## config.mk

```make
export PLATFORM = sky130hd
export DESIGN_NAME = fan_pwm_ramp_limiter
export DESIGN_NICKNAME = d
export VERILOG_FILES = /design/src/core/fan_ramp_pkg.sv /design/src/core/fan_pwm_ramp_limiter.sv
export SDC_FILE = /design/constraint.sdc
export NUM_CORES = 1
export LEC_CHECK = 0
export BUFFER_PORTS_ARGS = -buffer_cell sky130_fd_sc_hd__buf_4
export CORE_MARGIN = 3
export CORE_UTILIZATION = 42
export CTS_CLUSTER_SIZE = 20
export DETAILED_ROUTE_END_ITERATION = 10
export GPL_ROUTABILITY_DRIVEN = 0
export HOLD_SLACK_MARGIN = 0.08
export SYNTH_ARGS = -nofsm -noshare
export SYNTH_HDL_FRONTEND = slang
export SYNTH_SLANG_ARGS = --single-unit
```

## constraint.sdc

```tcl
create_clock -name clk_i -period 5.35 [get_ports clk_i]
set_clock_uncertainty 0.15 [all_clocks]
set_input_delay 0 -clock clk_i [delete_from_list [all_inputs] [get_ports clk_i]]
set_output_delay 0 -clock clk_i [all_outputs]
set_load 0.05 [all_outputs]
```

## src/core/fan_ramp_pkg.sv

```systemverilog
// constants for the fan duty ramp limiter
package fan_ramp_pkg;
   // register indices; byte address is four times the index
   localparam logic [7:0] IDX_DUTY_ONE = 8'h30;
   localparam logic [7:0] IDX_DUTY_TWO = 8'h31;
   localparam logic [7:0] IDX_DUTY_THREE = 8'h32;
   localparam logic [7:0] IDX_RAMP_ONE = 8'h62;
   localparam logic [7:0] IDX_RAMP_TWO = 8'h63;
   // reset values
   localparam logic [7:0] DUTY_RESET = 8'hff;
   localparam logic [7:0] RAMP_RESET = 8'h00;
   // field positions
   localparam int SEL_CH1_LSB = 0;
   localparam int SEL_CH3_LSB = 0;
   localparam int SEL_CH2_LSB = 4;
   localparam int EN_CH1_BIT = 3;
   localparam int EN_CH3_BIT = 3;
   localparam int EN_CH2_BIT = 7;
   // slot grid and pacing
   localparam int SLOTS = 255;
   localparam logic [7:0] SLOT_LAST = 8'hfe;
   localparam int CLK_HZ = 50000000;
   localparam int FULL_RAMP_MS = 35000;
   localparam int UPDATE_CYCLES = (CLK_HZ / 1000) * FULL_RAMP_MS / SLOTS;
   // step sizes per code
   localparam logic [7:0] STEP_C0 = 8'h01;
   localparam logic [7:0] STEP_C1 = 8'h02;
   localparam logic [7:0] STEP_C2 = 8'h03;
   localparam logic [7:0] STEP_C3 = 8'h05;
   localparam logic [7:0] STEP_C4 = 8'h08;
   localparam logic [7:0] STEP_C5 = 8'h0c;
   localparam logic [7:0] STEP_C6 = 8'h18;
   localparam logic [7:0] STEP_C7 = 8'h30;
endpackage

```

## src/core/fan_pwm_ramp_limiter.sv

```systemverilog
// three-channel fan duty ramp limiter with wishbone registers
// Contract
// [RL1] channel one step from ctrl one bits 2:0
// [RL2] channel three step from ctrl two bits 2:0
// [RL3] channel two step from ctrl two bits 6:4
// [RL4] update pacing gives 35 s full ramp
// [RL5] manual 0 to 100 takes 35 s
// [RL6] rising target never reverses the ramp
// [RL7] duty registers readable, writable, reset full
// [RL8] period split into 255 equal slots
// [RL9] each update steps held duty toward target
// [RL10] per-channel enable bits turn ramping on
// [RL11] land exactly on target, no overshoot
`timescale 1ns/1ps
`default_nettype none
module fan_pwm_ramp_limiter
   import fan_ramp_pkg::*;
#(
   parameter int UPDATE_PERIOD = UPDATE_CYCLES
) (
   // clock and reset
   input wire logic clk_i,
   input wire logic rst_i,
   // wishbone slave
   input wire logic cyc_i,
   input wire logic stb_i,
   input wire logic we_i,
   input wire logic [9:0] adr_i,
   input wire logic [3:0] sel_i,
   input wire logic [31:0] dat_i,
   output logic [31:0] dat_o,
   output logic ack_o,
   // automatic control targets and mode
   input wire logic [2:0] auto_mode_i,
   input wire logic [7:0] target_one_i,
   input wire logic [7:0] target_two_i,
   input wire logic [7:0] target_three_i,
   // fan drive outputs
   output logic fan_drive_one_o,
   output logic fan_drive_two_o,
   output logic fan_drive_three_o
);
   // refuse a pacing too short for the tick spacing rule
   if (UPDATE_PERIOD < 3) begin : g_bad_period
      $error("UPDATE_PERIOD must be at least 3");
   end

   // step size lookup for a 3-bit code
   function automatic logic [7:0] step_of(input logic [2:0] code);
      case (code)
         3'h0: step_of = STEP_C0;
         3'h1: step_of = STEP_C1;
         3'h2: step_of = STEP_C2;
         3'h3: step_of = STEP_C3;
         3'h4: step_of = STEP_C4;
         3'h5: step_of = STEP_C5;
         3'h6: step_of = STEP_C6;
         default: step_of = STEP_C7;
      endcase
   endfunction

   logic [7:0] ramp_one;
   logic [7:0] ramp_two;
   logic [7:0] req [3];
   logic [7:0] held [3];
   logic [7:0] target [3];
   logic [7:0] step [3];
   logic [2:0] ramp_en;
   logic [7:0] slot;
   logic [31:0] tick_cnt;
   logic tick;

   // bus decode
   wire logic [7:0] idx = adr_i[9:2];
   wire logic req_now = cyc_i && stb_i && !ack_o;
   wire logic wr_now = req_now && we_i && sel_i[0];
   wire logic hit_d1 = (idx == IDX_DUTY_ONE);
   wire logic hit_d2 = (idx == IDX_DUTY_TWO);
   wire logic hit_d3 = (idx == IDX_DUTY_THREE);
   wire logic hit_r1 = (idx == IDX_RAMP_ONE);
   wire logic hit_r2 = (idx == IDX_RAMP_TWO);

   // step selection and enables per channel
   assign step[0] = step_of(ramp_one[SEL_CH1_LSB +: 3]); // [RL1]
   assign step[1] = step_of(ramp_two[SEL_CH2_LSB +: 3]); // [RL3]
   assign step[2] = step_of(ramp_two[SEL_CH3_LSB +: 3]); // [RL2]
   assign ramp_en = {ramp_two[EN_CH3_BIT], ramp_two[EN_CH2_BIT], ramp_one[EN_CH1_BIT]}; // [RL10]

   // target: automatic calculation or manual request
   assign target[0] = auto_mode_i[0] ? target_one_i : req[0];
   assign target[1] = auto_mode_i[1] ? target_two_i : req[1];
   assign target[2] = auto_mode_i[2] ? target_three_i : req[2];

   // read data mux
   wire logic [7:0] rd_byte = hit_d1 ? held[0] :
                              hit_d2 ? held[1] :
                              hit_d3 ? held[2] :
                              hit_r1 ? ramp_one :
                              hit_r2 ? ramp_two : 8'h00;

   // bus answer one cycle after request
   always_ff @(posedge clk_i) begin
      if (rst_i) begin
         ack_o <= 1'b0;
         dat_o <= 32'h0000_0000;
      end else begin
         ack_o <= req_now;
         dat_o <= {24'h00_0000, rd_byte};
      end
   end

   // ramp control registers
   always_ff @(posedge clk_i) begin
      if (rst_i) begin
         ramp_one <= RAMP_RESET;
         ramp_two <= RAMP_RESET;
      end else begin
         if (wr_now && hit_r1) ramp_one <= dat_i[7:0];
         if (wr_now && hit_r2) ramp_two <= dat_i[7:0];
      end
   end

   // update pacing: one step opportunity per tick
   assign tick = (tick_cnt == UPDATE_PERIOD - 1);
   always_ff @(posedge clk_i) begin
      if (rst_i) begin
         tick_cnt <= 32'h0000_0000;
      end else if (tick) begin
         tick_cnt <= 32'h0000_0000; // [RL4] [RL5]
      end else begin
         tick_cnt <= tick_cnt + 32'h0000_0001;
      end
   end

   // slot counter over one pwm period
   always_ff @(posedge clk_i) begin
      if (rst_i) begin
         slot <= 8'h00;
      end else if (slot == SLOT_LAST) begin
         slot <= 8'h00; // [RL8]
      end else begin
         slot <= slot + 8'h01;
      end
   end

   // per-channel held duty and manual request
   logic [2:0] drive;
   genvar g;
   generate
      for (g = 0; g < 3; g++) begin : ch
         wire logic [7:0] diff_up = target[g] - held[g];
         wire logic [7:0] diff_dn = held[g] - target[g];
         wire logic go_up = target[g] > held[g];
         wire logic go_dn = target[g] < held[g];
         // clamp so the last step lands on target
         wire logic [7:0] up_val = (diff_up < step[g]) ? target[g] : held[g] + step[g];
         wire logic [7:0] dn_val = (diff_dn < step[g]) ? target[g] : held[g] - step[g];
         wire logic [7:0] stepped = go_up ? up_val : (go_dn ? dn_val : held[g]);
         wire logic wr_duty = wr_now && (idx == IDX_DUTY_ONE + 8'(g));
         logic [7:0] next_held;
         assign next_held = !ramp_en[g] ? target[g] : (tick ? stepped : held[g]); // [RL9] [RL11] [RL6]

         always_ff @(posedge clk_i) begin
            if (rst_i) begin
               req[g] <= DUTY_RESET;
               held[g] <= DUTY_RESET; // [RL7]
               drive[g] <= 1'b0;
            end else begin
               if (wr_duty) req[g] <= dat_i[7:0]; // [RL7]
               held[g] <= next_held;
               drive[g] <= (slot < held[g]); // [RL8]
            end
         end
      end
   endgenerate

   assign fan_drive_one_o = drive[0];
   assign fan_drive_two_o = drive[1];
   assign fan_drive_three_o = drive[2];
endmodule
`default_nettype wire

```

==> impl_metrics.json, run 1 <==
{
  "cts_buffers": 17,
  "hold_end": "ramp_one[2]$_SDFFE_PP0P_",
  "drtIter0Drc": 658,
  "vias": 9706,
  "slowest_stage": "o21ai_0",
  "whs_ps": 85.3,
  "p_per_area_nw_per_um2": 227,
  "utilization_pct": 49.7,
  "status": "completed",
  "hold_depth": 6,
  "synth_fa_ha_area_share_pct": 17.5,
  "dieArea_um2": 27900,
  "rows": 58,
  "multi_input_area_um2": 7550,
  "syn_to_final_growth_pct": 15.8,
  "cp-start-kind": "flip-flop",
  "crit_chain": "mux2i_1 > inv_1 > ha_1 > nand2_1 > o21ai_0 > a21o_1 > a21oi_1 > xnor2_1 > ha_1 > a221o_1 > a211oi_1 > a41oi_1 > or3_1 > a31o_1 > a221o_1",
  "synthDistinctLibCells": 94,
  "max_stage_delay_ps": 580,
  "rsz0062_at_grt": "no",
  "coreArea_um2": 25300,
  "critPathKind": "reg -> reg",
  "cts_tree": "yes",
  "clk-insertion-delay-late_ps": 430,
  "p_int_w": 0.00190,
  "drt_wl_total_mm": 30.7,
  "reg2reg_to": "held[2][7]$_SDFFE_PP1P_",
  "cts_setup_buffers": 0,
  "synth_edf_count": 24,
  "cts_sinks": 116,
  "clock_path_buffers": 2,
  "p_leak_nw": 5.57,
  "synthFlopType": "dfxtp_1",
  "antenna_left": 0,
  "hp-class": "in -> reg",
  "n_antenna_cell": 0,
  "root_buffer": "clkbuf_16",
  "critical-path-top-delay-family": "compound AO/OA/AOI/OAI gates",
  "grt_pass1_wl_mm": 48.6,
  "post-place-cells": 1659,
  "critPathArrivalTime_ps": 4980,
  "hp-start": "adr_i[5]",
  "syn_area_um2": 10900,
  "port-buffer-count": 60,
  "synth-xor-area-share_pct": 6.76,
  "tns_ps": 0,
  "ys_seq_area_share_pct": 23.6,
  "drive_gt1_share_pct": 10.4,
  "drv_slew": 0,
  "ys_ff_latch": 116,
  "ys_warn_count": 0,
  "final_cells": 1754,
  "required_ps": 5510,
  "crit_buf_inv": 1,
  "clock.fmax_ghz": 0.208,
  "avgRoutedWirePerCell_um": 17.5,
  "synth_compound_area_share_pct": 22.3,
  "viasPerCell": 5.53,
  "synth_cells": 1322,
  "antenna_found_initial": 1,
  "worstMarginPinSlew_ps": 934,
  "fp.dieH_um": 167,
  "overflow": 0,
  "relSlewSlack_pct": 37.1,
  "synth_top_family_by_area": "compound AO/OA/AOI/OAI gates",
  "power_frac_clock_pct": 38.6,
  "pin_count": 114,
  "cap_violations": 0,
  "synth-simple-area-share_pct": 19.0,
  "r2r-start": "req[2][1]$_SDFFCE_PN1P_",
  "cts.clk_slew.worst_paths_ps": 60,
  "drc": 0,
  "yosys-mux-area-fraction_pct": 2.97,
  "fillerInstances": 2370,
  "switching_power_w": 0.000967,
  "rr_worst_depth": 15,
  "grt_pass1_vias": 9102,
  "final-seq-area_um2": 2560,
  "setup_viol": 0,
  "comb_power_share_pct": 28.6,
  "syn_avg_cell_area_um2": 8.23,
  "crit_fanout": 4,
  "power_w": 0.00287,
  "r2r_slack_ps": 530,
  "start_util_pct": 43.0,
  "grt_max_degree": 70,
  "cp-end-kind": "flip-flop",
  "min_period_ps": 4820,
  "dp_hpwl_mm": 22.9,
  "seqPwrFrac_pct": 32.7,
  "grt_usage_pct": 21.5,
  "firstDrtPassIters": 6,
  "cts_max_level": 4,
  "irDropWorstVdd_mv": 0.189,
  "switching_share_pct": 33.7,
  "die_x_um": 167,
  "final_hold_viol_count": 0,
  "final_nets": 1634,
  "synth-async-reset-ratio_pct": 0,
  "fin_crit_sh_pct": 90.0
}
cells in the mapped netlist (all sizes together), types with 22 or more instances:
cell | n | area (µm²)
a22oi | 22 | 165
xnor2 | 39 | 342
edfxtp | 24 | 721
nand2 | 83 | 314
a21o | 53 | 399
dfxtp | 92 | 1840
xor2 | 45 | 394
nand2b | 24 | 153
inv | 98 | 368
nor2 | 97 | 367
ha | 133 | 1660
buf | 40 | 292
clkbuf | 45 | 200
o21ai | 72 | 360
nand3 | 47 | 240
a21oi | 95 | 483
routing by layer:
layer	wire length [µm]	global-route usage [%]	vias up	share of wire, %
li1	-	-	4843	-
met2	14500	35.5	221	47
met4	559	6.17	2	1.8
met3	1490	3.18	41	4.8
met5	13	0	-	0.042
met1	14200	29.3	4599	46
worst max path at each step:
stage                             from                 endpoint  slack [ps]  cells after the start
2_1_floorplan  req[2][1]$_SDFFCE_PN1P_  held[2][7]$_SDFFE_PP1P_        1380                     15
3_3_place_gp   req[2][1]$_SDFFCE_PN1P_  held[2][7]$_SDFFE_PP1P_         750                     15
3_5_place_dp   req[2][1]$_SDFFCE_PN1P_  held[2][7]$_SDFFE_PP1P_         620                     15
4_1_cts        req[2][1]$_SDFFCE_PN1P_  held[2][7]$_SDFFE_PP1P_         590                     15
5_1_grt        req[2][1]$_SDFFCE_PN1P_  held[2][7]$_SDFFE_PP1P_         320                     15
6_report       req[2][1]$_SDFFCE_PN1P_  held[2][7]$_SDFFE_PP1P_         530                     15
cells by family after synthesis:
logic type	Yosys count
compound gates	363
xor+xnor	84
fa+ha+maj	145
buf+inv	184
flops	116
mux	31
other cells	1
simple gates	398
power by group through the flow:
stage / logic, W / clock network [W] / registers, W
3_5_place_dp: 0.000776 / 0 / 0.000957
5_1_grt: 0.000913 / 0.00116 / 0.000940
2_1_floorplan: 0.000612 / 0 / 0.000951
6_report: 0.000820 / 0.00111 / 0.000938
3_3_place_gp: 0.000769 / 0 / 0.000956
4_1_cts: 0.000816 / 0.00112 / 0.000937
through the flow:
stage	area [µm²]	setup WS (ps)
floorplan	11000	1380
detailed placement	11400	617
finish	12600	533
global placement	11400	747
global route	12600	324
CTS	12600	592
cell usage in the layout (no fill, tap or decap), drive strengths merged, types with 13 or more instances in the layout:
master,n
edfxtp,24
a21o,53
clkbuf,18
or3,18
or2,14
ha,133
a22oi,22
inv,103
nor4,13
nor2b,18
nor2,97
xnor2,39
nand4,18
nand2b,24
a21oi,95
nor3,17
and3,14
dlygate4sd3,63
dfxtp,92
buf,69
o21ai,72
conb,24
mux2i,21
xor2,45
nand2,83
nand3,47
timing repair:
| action | 4_1_cts | 5_1_grt |
|---|---|---|
| hold endpoints to repair | 65 | 0 |
| hold buffers | 63 | 0 |
| gates resized for setup | 0 | 0 |
| setup endpoints to repair | 0 | 0 |
registers in the layout, summed over array words and instances (netlist names):
register           cells
dat_o                  8
fan_drive_three_o      1
held                  24
slot                   8
req                   24
ramp_two               8
fan_drive_one_o        1
tick_cnt              32
fan_drive_two_o        1
ramp_one               8
ack_o                  1
final cells by class:
type                    instances  area share, %
clock buffers                  18           3.41
inverters                      99           2.95
flip-flops and latches        116           20.3
well taps                     330           3.28
multi-input cells            1045           59.9
repair buffers                132           9.12
clock inverters                14           1.01
worst register-to-register path, cell delays in order, from the launching register on:
cell,delay (ps)
edfxtp_1,370
mux2i_1,490
inv_1,240
ha_1,360
nand2_1,70
o21ai_0,580
a21o_1,210
a21oi_1,70
xnor2_1,140
ha_1,290
a221o_1,340
a211oi_1,230
a41oi_1,200
or3_1,410
a31o_1,230
a221o_1,330
No activity file was read; power rests on OpenSTA's default activity.
==> run 2: changes to the inputs <==
- CORE_MARGIN: 3 -> 5
- PLACE_DENSITY: unset -> 0.64
==> run 2 against run 1 <==
Effect of this change:
- power is 3.5% higher
- non-clock buffer count is 2 lower
- sequential share of layout area is 0.089 points lower
- global-route usage is 0.59 points lower
- core utilization is 0.63 points lower
- largest cell class unchanged
- worst hold slack better by 16 ps
- setup slack worse by 170 ps
- combinational power hardly changed
- maximum frequency is 3.5% lower
- highest routed layer unchanged
- critical path depth is 1 higher
==> impl_metrics.json, run 2 (synthesized netlist as in run 1, its figures left out) <==
{
  "status": "completed",
  "die_x_um": 171,
  "syn_to_final_growth_pct": 16.3,
  "grt_usage_pct": 20.9,
  "antenna_left": 0,
  "irDropWorstVdd_mv": 0.190,
  "post_cts_resized": 0,
  "power_frac_clock_pct": 40.7,
  "rsz0062_at_grt": "no",
  "fillerInstances": 2494,
  "drv_slew": 0,
  "cap_violations": 0,
  "cp-start-kind": "flip-flop",
  "root_buffer": "clkbuf_16",
  "p_per_area_nw_per_um2": 234,
  "hp-start": "adr_i[4]",
  "n_antenna_cell": 0,
  "final_hold_viol_count": 0,
  "cts_max_level": 4,
  "clock_path_buffers": 2,
  "switching_power_w": 0.000952,
  "wl_met1_mm": 14.0,
  "crit_buf_inv": 2,
  "wl_met3_mm": 1.47,
  "largest_reg_flops": 32,
  "fin_crit_sh_pct": 93.3,
  "cts_tree": "yes",
  "min_period_ps": 4990,
  "overflow": 0,
  "pre_cts_ws_ps": 919,
  "drt_wl_total_mm": 30.9,
  "tns_ps": 0,
  "setup_viol": 0,
  "port-buffer-count": 60,
  "crit_fanout": 4,
  "cts.clk_slew.worst_paths_ps": 60,
  "firstDrtPassIters": 5,
  "coreArea_um2": 25800,
  "cts_sinks": 116,
  "p_int_w": 0.00201,
  "comb_power_share_pct": 27.7,
  "worstMarginPinSlew_ps": 903,
  "critPathKind": "reg -> reg",
  "dp_hpwl_mm": 23.0,
  "antenna_found_initial": 1,
  "drc": 0,
  "setup_slack_ps": 361,
  "max_flop_register": "tick_cnt",
  "cts_buffers": 17,
  "crit_chain": "mux2i_1 > dlygate4sd3_1 > inv_1 > ha_1 > nand2_1 > o21ai_0 > a21o_1 > a21oi_1 > xnor2_1 > ha_1 > a221o_1 > a211oi_1 > a41oi_1 > or3_1 > a31o_1 > a221o_1",
  "rows": 59,
  "p_leak_nw": 5.60,
  "cp-end-kind": "flip-flop",
  "clk-insertion-delay-late_ps": 430,
  "final_cell_mix": "ha_1, inv_1, nor2_1",
  "cts_setup_buffers": 0,
  "pin_count": 114,
  "hp-class": "in -> reg",
  "dieArea_um2": 29200,
  "clock.fmax_ghz": 0.200,
  "avgRoutedWirePerCell_um": 17.6,
  "critPathArrivalTime_ps": 5150,
  "fin_area_um2": 12700,
  "met2_length_mm": 14.7,
  "whs_ps": 101,
  "vias": 9813,
  "relSlewSlack_pct": 39.2,
  "final_nets": 1632,
  "grt_pass1_wl_mm": 49.4,
  "fp.dieH_um": 171,
  "utilization_pct": 49.1,
  "top_regs": "tick_cnt (32), held (24), req (24)",
  "required_ps": 5510,
  "grt_max_degree": 70,
  "crit_start": "req[2][2]$_SDFFCE_PN1P_",
  "r2r-start": "req[2][2]$_SDFFCE_PN1P_",
  "drive_gt1_share_pct": 10.4,
  "maxUsedRoutingLayer": "met5",
  "max_stage_delay_ps": 630,
  "critical-path-top-delay-family": "compound AO/OA/AOI/OAI gates",
  "viasPerCell": 5.59,
  "seqPwrFrac_pct": 31.6,
  "dpl_cell_area_um2": 11400,
  "final_common_cell": "ha_1",
  "grt_pass1_vias": 9456,
  "drtIter0Drc": 579,
  "slowest_stage": "dlygate4sd3_1",
  "start_util_pct": 42.2,
  "switching_share_pct": 32.1
}
## run 2: repair_timing
| item | 4_1_cts | 5_1_grt |
|---|---|---|
| hold buffers | 61 | 0 |
| endpoints found under the setup margin | 0 | 0 |
| endpoints found under the hold margin | 67 | 0 |
## run 2: layer usage
layer / up-vias / global-route usage, %
met5: - / 0
met4: 2 / 5.75
met3: 55 / 3.37
met2: 268 / 35.2
met1: 4636 / 27.9
li1: 4852 / -
## run 2: layout make-up
cell class                      count  area [µm²]  share of cell area [%]
Inverter                           99         372                    2.94
Tap cell                          335         419                    3.31
Clock inverter                     11         136                    1.08
Clock buffer                       20         489                    3.87
Multi-Input combinational cell   1045        7550                    59.6
Sequential cell                   116        2560                    20.3
Timing Repair Buffer              130        1130                    8.92
## run 2: path summary, 6_finish.rpt
check | slack [ps] | depth (start not counted) | endpoint
max | 360 | 16 | held[2][7]$_SDFFE_PP1P_
min | 100 | 6 | ramp_one[5]$_SDFFE_PP0P_
max reg2reg | 360 | 16 | held[2][7]$_SDFFE_PP1P_
min reg2reg | 310 | 2 | ramp_one[6]$_SDFFE_PP0P_
## run 2: per-stage QoR
step / total power, W / instances
final: 0.00297 / 1756
after global routing: 0.00312 / 1756
after CTS: 0.00298 / 1756
after detailed placement: 0.00173 / 1664
after global placement: 0.00172 / 1664
after floorplan: 0.00156 / 1345
## run 2: power by group through the flow
stage          Clock (W)  Combinational, W  Sequential, W
6_report         0.00121          0.000823       0.000937
5_1_grt          0.00127          0.000916       0.000939
4_1_cts          0.00123          0.000815       0.000936
3_5_place_dp           0          0.000775       0.000955
3_3_place_gp           0          0.000762       0.000955
2_1_floorplan          0          0.000612       0.000951
## run 2: worst register-to-register path: stages, from the launching register on
cell,delay (ps)
edfxtp_1,350
mux2i_1,320
dlygate4sd3_1,630
inv_1,70
ha_1,280
nand2_1,60
o21ai_0,510
a21o_1,200
a21oi_1,80
xnor2_1,150
ha_1,290
a221o_1,350
a211oi_1,220
a41oi_1,250
or3_1,430
a31o_1,230
a221o_1,330
